==> config.mk <==
export PLATFORM = sky130hd
export DESIGN_NAME = periph_irq_flag_enable_priority
export DESIGN_NICKNAME = d
export VERILOG_FILES = /design/src/pkg/periph_irq_pkg.sv /design/src/hdl/periph_irq_flag_enable_priority.sv /design/src/hdl/sticky_flag_bank.sv
export VERILOG_INCLUDE_DIRS = /design/src /design/src/pkg
export SDC_FILE = /design/constraint.sdc
export NUM_CORES = 1
export LEC_CHECK = 0
export ABC_CLOCK_PERIOD_IN_PS = 2450
export BUFFER_PORTS_ARGS = -buffer_cell sky130_fd_sc_hd__buf_4
export CORE_AREA = 2 2 80 82
export CTS_CLUSTER_DIAMETER = 80
export DETAILED_ROUTE_END_ITERATION = 16
export DIE_AREA = 0 0 82 84
export GPL_ROUTABILITY_DRIVEN = 0
export HOLD_SLACK_MARGIN = 0.03
export PLACE_DENSITY = 0.78
export RECOVER_POWER = 25
export SYNTH_ARGS = -nofsm -noshare
export SYNTH_HDL_FRONTEND = slang
export SYNTH_SLANG_ARGS = --single-unit
==> constraint.sdc <==
create_clock -name clk_sys_in -period 2.45 [get_ports clk_sys_in]
set_input_delay 0.245 -clock clk_sys_in [delete_from_list [all_inputs] [get_ports clk_sys_in]]
set_output_delay 0.245 -clock clk_sys_in [all_outputs]
set_load 0.03 [all_outputs]
==> src/pkg/periph_irq_regs.svh <==
// Purpose: Offsets, field positions and reset values of the peripheral
//          interrupt bank.
// Assumes: Byte addresses on a 32-bit Avalon-MM bus, one word per register.
// Notes:   Definitions only; included by bare name.
`ifndef PERIPH_IRQ_REGS_SVH
`define PERIPH_IRQ_REGS_SVH

// Register byte offsets
`define IRQ_ADDR_W            8
`define OFS_FLAGS_B           8'h00
`define OFS_ENABLE_A          8'h04
`define OFS_ENABLE_B          8'h08
`define OFS_PRIORITY_A        8'h0c
`define OFS_PRIORITY_B        8'h10
`define OFS_RESET_CAUSE       8'h14
`define OFS_FLAGS_A           8'h18

// Second-bank field positions
`define BIT_OSC_FAIL          7
`define BIT_COMPARATOR        6
`define BIT_UNUSED_B          5
`define BIT_NV_WRITE_DONE     4
`define BIT_BUS_COLLISION     3
`define BIT_LOW_VOLTAGE       2
`define BIT_TIMER3_OVF        1
`define BIT_CAPCMP2           0

// Reset-cause register fields
`define BIT_PRIO_LEVELS_ON    7
`define CAUSE_MSB             4
`define CAUSE_W               5

// Implemented-bit masks and reset values
`define MASK_BANK_A           8'hff
`define MASK_BANK_B           8'hdf
`define RST_FLAGS             8'h00
`define RST_ENABLE            8'h00
`define RST_PRIORITY_A        8'hff
`define RST_PRIORITY_B        8'hdf
`define RST_PRIO_LEVELS_ON    1'b0

`endif

==> src/pkg/periph_irq_pkg.sv <==
// Purpose: Types shared by the peripheral interrupt bank.
// Assumes: Nothing beyond SystemVerilog packages.
// Notes:   Constants live in periph_irq_regs.svh.
package periph_irq_pkg;

  // Operating mode of the second capture/compare unit
  typedef enum logic [1:0] {
    CAPCMP_CAPTURE,
    CAPCMP_COMPARE,
    CAPCMP_PWM,
    CAPCMP_OFF
  } capcmp_mode_t;

  typedef logic [7:0]  irq_byte_t;
  typedef logic [31:0] bus_word_t;

endpackage : periph_irq_pkg

==> src/hdl/periph_irq_flag_enable_priority.sv <==
// Purpose: Peripheral interrupt flags, enables and priorities, with the
//          high and low priority requests to the core.
// Assumes: Avalon-MM slave, 32-bit data, byte addresses, 8-bit registers
//          in byte lane 0; event inputs are one-cycle pulses or levels.
// Notes:   Every access takes one wait cycle; unmapped reads return zero.
//
// Our own choices: the Avalon-MM slave port and the register addresses.
`timescale 1ns/100ps
`include "periph_irq_regs.svh"

// How it works
// (RULE_01) Oscillator failure sets bit 7 of flags b until software clears.
// (RULE_02) Any comparator input change sets bit 6, held until cleared.
// (RULE_03) Bit 5 of flags b, enable b, priority b always reads zero.
// (RULE_04) Nonvolatile write completion sets bit 4; only software clears.
// (RULE_05) Serial bus collision sets bit 3 until software clears it.
// (RULE_06) Low supply detection sets bit 2 until software clears it.
// (RULE_07) Timer 3 overflow sets bit 1 until software clears it.
// (RULE_08) In capture mode a timer capture sets bit 0, held until cleared.
// (RULE_09) In compare mode a match sets bit 0; PWM mode never sets it.
// (RULE_10) Without priority levels the peripheral global enable also gates.
// (RULE_11) Priority bits steer requests only while priority levels are on.
// (RULE_12) Each enable a bit gates its matching bank a source.
// (RULE_13) Each enable b bit gates the matching flags b bit.
// (RULE_14) Priority a bits: one high, zero low; all reset to one.
// (RULE_15) Implemented priority b bits: one high, zero low; reset to one.
// (RULE_16) Software keeps the parallel port enable zero on small packages.
// (RULE_17) Software keeps the parallel port priority one on small packages.
// (RULE_18) Priority levels switch lives in the reset cause register.
// (RULE_19) Flags set regardless of individual or global enable state.
// (RULE_20) With levels on, low enable gates low, high enable gates high.
// (RULE_21) Each request is OR of flag, enable, priority, then group gated.
// (RULE_22) Writing zero clears a flag; a same-cycle hardware set wins.
module periph_irq_flag_enable_priority (
  input  wire logic                        clk_sys_in,
  input  wire logic                        srst_in,
  // Avalon-MM slave
  input  wire logic [`IRQ_ADDR_W-1:0]      avs_address_in,
  input  wire logic                        avs_read_in,
  input  wire logic                        avs_write_in,
  input  wire logic [31:0]                 avs_writedata_in,
  input  wire logic [3:0]                  avs_byteenable_in,
  output logic      [31:0]                 avs_readdata_out,
  output logic                             avs_waitrequest_out,
  // First-bank flags, owned by the peripherals themselves
  input  wire logic [7:0]                  first_flags_in,
  // Second-bank events
  input  wire logic                        osc_fail_in,
  input  wire logic                        comparator_change_in,
  input  wire logic                        nv_write_done_in,
  input  wire logic                        bus_collision_in,
  input  wire logic                        low_voltage_in,
  input  wire logic                        timer3_overflow_in,
  input  wire logic                        capcmp2_capture_in,
  input  wire logic                        capcmp2_match_in,
  input  wire periph_irq_pkg::capcmp_mode_t capcmp2_mode_in,
  // Reset and wake-up cause bits kept by the reset block
  input  wire logic [`CAUSE_W-1:0]         reset_cause_in,
  // Core global enables
  input  wire logic                        high_group_enable_in,
  input  wire logic                        low_group_enable_in,
  // Requests to the core
  output logic                             high_request_out,
  output logic                             low_request_out,
  output logic                             priority_levels_on_out
);

  ////////////////////////////////////////////////////////////////////////////
  // Functions

  // OR over sources of flag, enable and wanted priority
  function automatic logic any_request(
    input periph_irq_pkg::irq_byte_t flags,
    input periph_irq_pkg::irq_byte_t enables,
    input periph_irq_pkg::irq_byte_t prio_sel
  );
    any_request = |(flags & enables & prio_sel);
  endfunction : any_request

  // Byte address decode for one register
  function automatic logic addr_hit(
    input logic [`IRQ_ADDR_W-1:0] addr,
    input logic [`IRQ_ADDR_W-1:0] offset
  );
    addr_hit = (addr == offset);
  endfunction : addr_hit

  ////////////////////////////////////////////////////////////////////////////
  // Declarations

  periph_irq_pkg::irq_byte_t flags_b;
  periph_irq_pkg::irq_byte_t enable_a;
  periph_irq_pkg::irq_byte_t enable_b;
  periph_irq_pkg::irq_byte_t priority_a;
  periph_irq_pkg::irq_byte_t priority_b;
  logic                      priority_levels_on;

  periph_irq_pkg::irq_byte_t next_enable_a;
  periph_irq_pkg::irq_byte_t next_enable_b;
  periph_irq_pkg::irq_byte_t next_priority_a;
  periph_irq_pkg::irq_byte_t next_priority_b;
  logic                      next_priority_levels_on;
  logic                      next_waitrequest;
  periph_irq_pkg::bus_word_t next_readdata;
  logic                      next_high_request;
  logic                      next_low_request;

  periph_irq_pkg::irq_byte_t flag_set_b;
  periph_irq_pkg::irq_byte_t wr_byte;
  periph_irq_pkg::irq_byte_t read_byte;
  periph_irq_pkg::irq_byte_t first_flags;
  logic                      capture_set;
  logic                      compare_set;
  logic                      access_req;
  logic                      commit;
  logic                      wr_commit;
  logic                      hit_flags_b;
  logic                      hit_enable_a;
  logic                      hit_enable_b;
  logic                      hit_priority_a;
  logic                      hit_priority_b;
  logic                      hit_reset_cause;
  logic                      hit_flags_a;
  logic                      wr_flags_b;
  logic                      pend_any_a;
  logic                      pend_any_b;
  logic                      pend_high;
  logic                      pend_low;
  logic                      compat_request;

  ////////////////////////////////////////////////////////////////////////////
  // Bus handshake

  // A request is answered once: the edge after it is seen, waitrequest
  // drops for one cycle and the access commits at the edge that samples it
  assign access_req       = avs_read_in | avs_write_in;
  assign next_waitrequest = ~(access_req & avs_waitrequest_out);
  assign commit           = access_req & ~avs_waitrequest_out;

  // Writes only land through byte lane 0, where the 8-bit data sits
  assign wr_commit = commit & avs_write_in & avs_byteenable_in[0];
  assign wr_byte   = avs_writedata_in[7:0];

  // Address decode
  assign hit_flags_b     = addr_hit(avs_address_in, `OFS_FLAGS_B);
  assign hit_enable_a    = addr_hit(avs_address_in, `OFS_ENABLE_A);
  assign hit_enable_b    = addr_hit(avs_address_in, `OFS_ENABLE_B);
  assign hit_priority_a  = addr_hit(avs_address_in, `OFS_PRIORITY_A);
  assign hit_priority_b  = addr_hit(avs_address_in, `OFS_PRIORITY_B);
  assign hit_reset_cause = addr_hit(avs_address_in, `OFS_RESET_CAUSE);
  assign hit_flags_a     = addr_hit(avs_address_in, `OFS_FLAGS_A);

  ////////////////////////////////////////////////////////////////////////////
  // Second-bank event sources

  // Capture/compare 2 sets on capture or match only in its own mode;
  // PWM and off modes leave the flag alone
  assign capture_set = (capcmp2_mode_in == periph_irq_pkg::CAPCMP_CAPTURE)
                       & capcmp2_capture_in;                  // [RULE_08]
  assign compare_set = (capcmp2_mode_in == periph_irq_pkg::CAPCMP_COMPARE)
                       & capcmp2_match_in;                    // [RULE_09]

  // Set vector; independent of any enable so software may poll [RULE_19]
  always_comb begin
    flag_set_b = `RST_FLAGS;
    flag_set_b[`BIT_OSC_FAIL]      = osc_fail_in;             // [RULE_01]
    flag_set_b[`BIT_COMPARATOR]    = comparator_change_in;    // [RULE_02]
    flag_set_b[`BIT_NV_WRITE_DONE] = nv_write_done_in;        // [RULE_04]
    flag_set_b[`BIT_BUS_COLLISION] = bus_collision_in;        // [RULE_05]
    flag_set_b[`BIT_LOW_VOLTAGE]   = low_voltage_in;          // [RULE_06]
    flag_set_b[`BIT_TIMER3_OVF]    = timer3_overflow_in;      // [RULE_07]
    flag_set_b[`BIT_CAPCMP2]       = capture_set | compare_set;
  end

  assign wr_flags_b = wr_commit & hit_flags_b;

  // Sticky flags; a zero write clears, a same-cycle set wins   [RULE_22]
  sticky_flag_bank #(
    .WIDTH      (8),
    .IMPL       (`MASK_BANK_B),                               // [RULE_03]
    .RST_VAL    (`RST_FLAGS)
  ) u_flags_b (
    .clk_sys_in (clk_sys_in),
    .srst_in    (srst_in),
    .set_in     (flag_set_b),
    .wr_en_in   (wr_flags_b),
    .wr_data_in (wr_byte),
    .flags_out  (flags_b)
  );

  ////////////////////////////////////////////////////////////////////////////
  // Enable, priority and control registers

  // Next values; unimplemented bits of bank b are forced to zero
  assign next_enable_a   = (wr_commit & hit_enable_a) ?
                           (wr_byte & `MASK_BANK_A) : enable_a; // [RULE_12]
  assign next_enable_b   = (wr_commit & hit_enable_b) ?
                           (wr_byte & `MASK_BANK_B) : enable_b; // [RULE_13]
  assign next_priority_a = (wr_commit & hit_priority_a) ?
                           (wr_byte & `MASK_BANK_A) : priority_a;
  assign next_priority_b = (wr_commit & hit_priority_b) ?
                           (wr_byte & `MASK_BANK_B) : priority_b; // [RULE_03]

  // Only the priority switch of the reset cause register is writable
  // here; the cause bits belong to the reset block
  assign next_priority_levels_on = (wr_commit & hit_reset_cause) ?
                                   wr_byte[`BIT_PRIO_LEVELS_ON] :
                                   priority_levels_on;        // [RULE_18]

  // Register storage; priorities reset to high             [RULE_14]
  always_ff @(posedge clk_sys_in) begin
    if (srst_in) begin
      enable_a           <= `RST_ENABLE;
      enable_b           <= `RST_ENABLE;
      priority_a         <= `RST_PRIORITY_A;                  // [RULE_14]
      priority_b         <= `RST_PRIORITY_B;                  // [RULE_15]
      priority_levels_on <= `RST_PRIO_LEVELS_ON;
    end else begin
      enable_a           <= next_enable_a;
      enable_b           <= next_enable_b;
      priority_a         <= next_priority_a;
      priority_b         <= next_priority_b;
      priority_levels_on <= next_priority_levels_on;
    end
  end

  ////////////////////////////////////////////////////////////////////////////
  // Request formation

  assign first_flags = first_flags_in;

  // Any enabled source, priority ignored, for the compatible scheme
  assign pend_any_a = any_request(first_flags, enable_a, `MASK_BANK_A);
  assign pend_any_b = any_request(flags_b, enable_b, `MASK_BANK_B);

  // Sources split by their priority bit                     [RULE_21]
  assign pend_high = any_request(first_flags, enable_a, priority_a) |
                     any_request(flags_b, enable_b, priority_b);
  assign pend_low  = any_request(first_flags, enable_a, ~priority_a) |
                     any_request(flags_b, enable_b, ~priority_b);

  // Without levels both enables must be set, on a single vector
  assign compat_request = (pend_any_a | pend_any_b) &
                          high_group_enable_in &
                          low_group_enable_in;                // [RULE_10]

  // Priority bits only matter once levels are switched on   [RULE_11]
  assign next_high_request = priority_levels_on ?
                             (pend_high & high_group_enable_in) :
                             compat_request;                  // [RULE_20]
  assign next_low_request  = priority_levels_on &
                             pend_low & low_group_enable_in;  // [RULE_20]

  ////////////////////////////////////////////////////////////////////////////
  // Read path

  // Read mux; unmapped addresses read zero
  assign read_byte =
    hit_flags_b     ? flags_b    :
    hit_enable_a    ? enable_a   :
    hit_enable_b    ? enable_b   :
    hit_priority_a  ? priority_a :
    hit_priority_b  ? priority_b :
    hit_reset_cause ? {priority_levels_on, 2'h0, reset_cause_in} :
    hit_flags_a     ? first_flags :
                      8'h00;

  // Read data is captured when waitrequest drops and held after
  assign next_readdata = (access_req & avs_waitrequest_out & avs_read_in) ?
                         {24'h000000, read_byte} : avs_readdata_out;

  // Bus and request outputs, all registered
  always_ff @(posedge clk_sys_in) begin
    if (srst_in) begin
      avs_waitrequest_out    <= 1'b1;
      avs_readdata_out       <= 32'h00000000;
      high_request_out       <= 1'b0;
      low_request_out        <= 1'b0;
      priority_levels_on_out <= `RST_PRIO_LEVELS_ON;
    end else begin
      avs_waitrequest_out    <= next_waitrequest;
      avs_readdata_out       <= next_readdata;
      high_request_out       <= next_high_request;
      low_request_out        <= next_low_request;
      priority_levels_on_out <= next_priority_levels_on;
    end
  end

endmodule : periph_irq_flag_enable_priority

==> src/hdl/sticky_flag_bank.sv <==
// Purpose: Bank of sticky flags set by hardware and written by software.
// Assumes: One clock, synchronous active-high reset.
// Notes:   Unimplemented bits are masked and always read zero.
`timescale 1ns/100ps

module sticky_flag_bank #(
  parameter int                    WIDTH    = 8,
  parameter logic [WIDTH-1:0]      IMPL     = '1,
  parameter logic [WIDTH-1:0]      RST_VAL  = '0
) (
  input  wire logic                clk_sys_in,
  input  wire logic                srst_in,
  input  wire logic [WIDTH-1:0]    set_in,
  input  wire logic                wr_en_in,
  input  wire logic [WIDTH-1:0]    wr_data_in,
  output logic      [WIDTH-1:0]    flags_out
);

  logic [WIDTH-1:0] next_flags;

  // A hardware set in the write cycle beats the software clear
  assign next_flags = (set_in | (wr_en_in ? wr_data_in : flags_out)) & IMPL;

  // Flag storage
  always_ff @(posedge clk_sys_in) begin
    if (srst_in) begin
      flags_out <= RST_VAL & IMPL;
    end else begin
      flags_out <= next_flags;
    end
  end

endmodule : sticky_flag_bank

==> summary.txt <==
CTS
  • Clock Pin Slew Worst Setup and Hold Paths: 90 ps
  • Clock tree from TritonCTS: yes
  • H-tree depth: 2
  • Later-pin clock latency in the skew report: 310 ps
  • CTS max path bufs: 2
  • Number of buffers created by CTS: 5
  • Post-CTS setup buffers: 0
  • Post-CTS Resized: 0
  • Root Driver: clkbuf_8
  • Hold Buf Count CTS: 0
  • Clk sinks: 49

Flow run
  • Max cap viols: 0

Logic synthesis
  • Number of flops mapped to enable cells by yosys: 0
  • Most frequent cell after synthesis: dfxtp_1
  • Post-synthesis sequential area ratio: 34.6%
  • Top-area cell type share of the netlist area: 34.6%
  • Area leader, netlist: dfxtp_1
  • Commonest cells in the netlist: dfxtp_1 (49), nor2_1 (39), mux2i_1 (34)
  • Mapped Cells: 338
  • Yosys reg bits: 49
  • Cell Area, Synth: 2830 µm²
  • Synth top area cells: dfxtp_1 (35%), mux2i_1 (12%), buf_4 (6.4%)
  • Async set-reset flop share out of synthesis: 0%
  • Number of distinct library cells after synthesis: 49
  • Ys Warns: 0
  • Ys flop type: dfxtp_1
  • Avg Cell Area, Syn: 8.38 µm²

Worst hold path
  • HP Class: primary input to flip-flop

Placement
  • Place WS: 442 ps
  • HPWL after detailed placement: 5860 µm
  • Cell count after placement: 459
  • Buffers on Ports: 57

Setup path
  • Crit Path Max Fanout: 25
  • Setup CP Type: primary input to flip-flop
  • Startpoint Class: primary input
  • CP arrival: 2030 ps
  • Crit. End Element: flip-flop
  • CP Data Required Time: 2620 ps

Drt
  • DR vias: 2783
  • Post-DRT Antenna Nets: 0
  • Initial DRC Count: 364
  • Routed WL: 8100 µm
  • DR WL/cell: 17.3 µm
  • Via/cell ratio: 5.96
  • DR DRC count: 0
  • Detailed Routing Iterations Pass 1: 6

Power
  • Leak: 0.00138 µW
  • Pwr Total: 1650 µW
  • Cell Pwr Density: 501 nW/µm²
  • Worst VDD drop: 0.000293 V

Die
  • Core box area: 6100 µm²
  • Die ar.: 6890 µm²
  • Cell Rows: 29
  • Starting Density: 46.5%
  • Die W: 82 µm
  • Top-Level Pins: 109
  • Chip height: 84 µm

Global route
  • Number of global-route vias before repair: 2566
  • Total gr overflow: 0
  • Total GRT Usage: 24.5%
  • First-pass GRT wire length: 12800 µm
  • Largest net degree at the start of global routing: 47
  • Initial antenna violation count: 0

Final layout
  • ANT cells: 0
  • Non-filler instance count after layout: 467
  • Area delta synth->final: 16.1%
  • Layout cells sized above 1: 17.9%
  • Final core utilization: 54.0%
  • Layout Nets: 462

STA
  • Period utilization: 75.9%
  • Crit path setup slack, layout: 590 ps
  • # setup viols final: 0
  • Maximum clock rate: 538 MHz
  • Worst Clk Skew: 3.32 ps
  • RSZ-0062 raised after global routing: no
  • Fin crit period: 1860 ps
  • Endpoints failing hold: 0
  • Setup TNS: 0 ps
  • Slew Limit Headroom: 39.9%
  • Pins Over Slew Limit: 0
  • Least-Margin Pin Slew: 902 ps

Run status
  • Status: completed
[layer usage]
metal	vias up	track usage (%)	part of all wire [%]
li1	1298	-	-
met4	0	11.4	4.3
met1	1273	32.8	41
met5	-	0	0
met3	31	4.11	9.3
met2	181	38.0	45
[cell families (layout without fill, tap and decap cells)]
| group | count (synthesis) | after routing | synth area share [%] |
|---|---|---|---|
| AOI/OAI and AO/OA | 65 | 65 | 16.2 |
| buffers and inverters | 49 | 78 | 9.98 |
| DFF | 49 | 49 | 34.6 |
| muxes | 39 | 39 | 14.0 |
| other | 1 | 24 | 0.132 |
| and+or+nand+nor | 135 | 135 | 25.0 |
[metrics by stage]
stage | hold slack, ps | area, µm²
after floorplan | 361 | 2920
after global placement | 461 | 3230
after detailed placement | 469 | 3230
after CTS | 155 | 3340
after global routing | 167 | 3290
final | 153 | 3290
[layout by cell type (no fill, tap or decap), drive strengths merged, types with 3 or more instances in the layout]
| master | count |
|---|---|
| nor4 | 5 |
| nand4 | 9 |
| nand3b | 8 |
| a31oi | 7 |
| a22oi | 6 |
| or4 | 3 |
| nor2b | 7 |
| a221o | 4 |
| nor2 | 39 |
| clkbuf | 19 |
| o221ai | 5 |
| o211ai | 6 |
| nand3 | 21 |
| a211oi | 3 |
| dfxtp | 49 |
| a21oi | 11 |
| buf | 50 |
| o21ai | 3 |
| nand2 | 32 |
| mux2 | 5 |
| inv | 7 |
| conb | 24 |
| nor3 | 4 |
| mux2i | 34 |
| o22ai | 11 |
[final cells by class]
cell class              instances  area (µm²)
repair buffers                 63         425
inverters                       7        26.3
clock buffers                   6        72.6
clock inverters                 2        38.8
flip-flops and latches         49         981
fillers                       568        2810
well taps                      77        96.3
multi-input cells             263        1650
[state kept, by name, summed over array words and instances, names as in the netlist]
name                    flops
avs_readdata_out            8
avs_waitrequest_out         1
enable_a                    8
enable_b                    7
high_request_out            1
low_request_out             1
priority_a                  8
priority_b                  7
priority_levels_on_out      1
u_flags_b.flags_out         7
[power breakdown]
part           total [µW]  internal [µW]  switching, µW
Combinational         244           88.0            156
Sequential            823            807           16.1
Clock                 582            307            275
Total                1650           1200            448
[worst paths after layout]
kind,startpoint,to,slack (ps),depth (start not counted)
worst max-delay path,avs_address_in[2],avs_readdata_out[1]$_SDFFE_PP0P_,590,5
worst min-delay path,avs_read_in,avs_waitrequest_out$_SDFF_PP1_,150,2
worst max register to register,avs_waitrequest_out$_SDFF_PP1_,priority_levels_on_out$_SDFFE_PP0P_,730,4
worst min register to register,u_flags_b.flags_out[4]$_SDFF_PP0_,u_flags_b.flags_out[4]$_SDFF_PP0_,480,2
[critical path: stages]
cell and delay [ps]:
buf_4 240, nor4b_1 660, nand3_1 440, o211ai_1 320, o22ai_1 110
No activity file was read; power rests on OpenSTA's default activity.
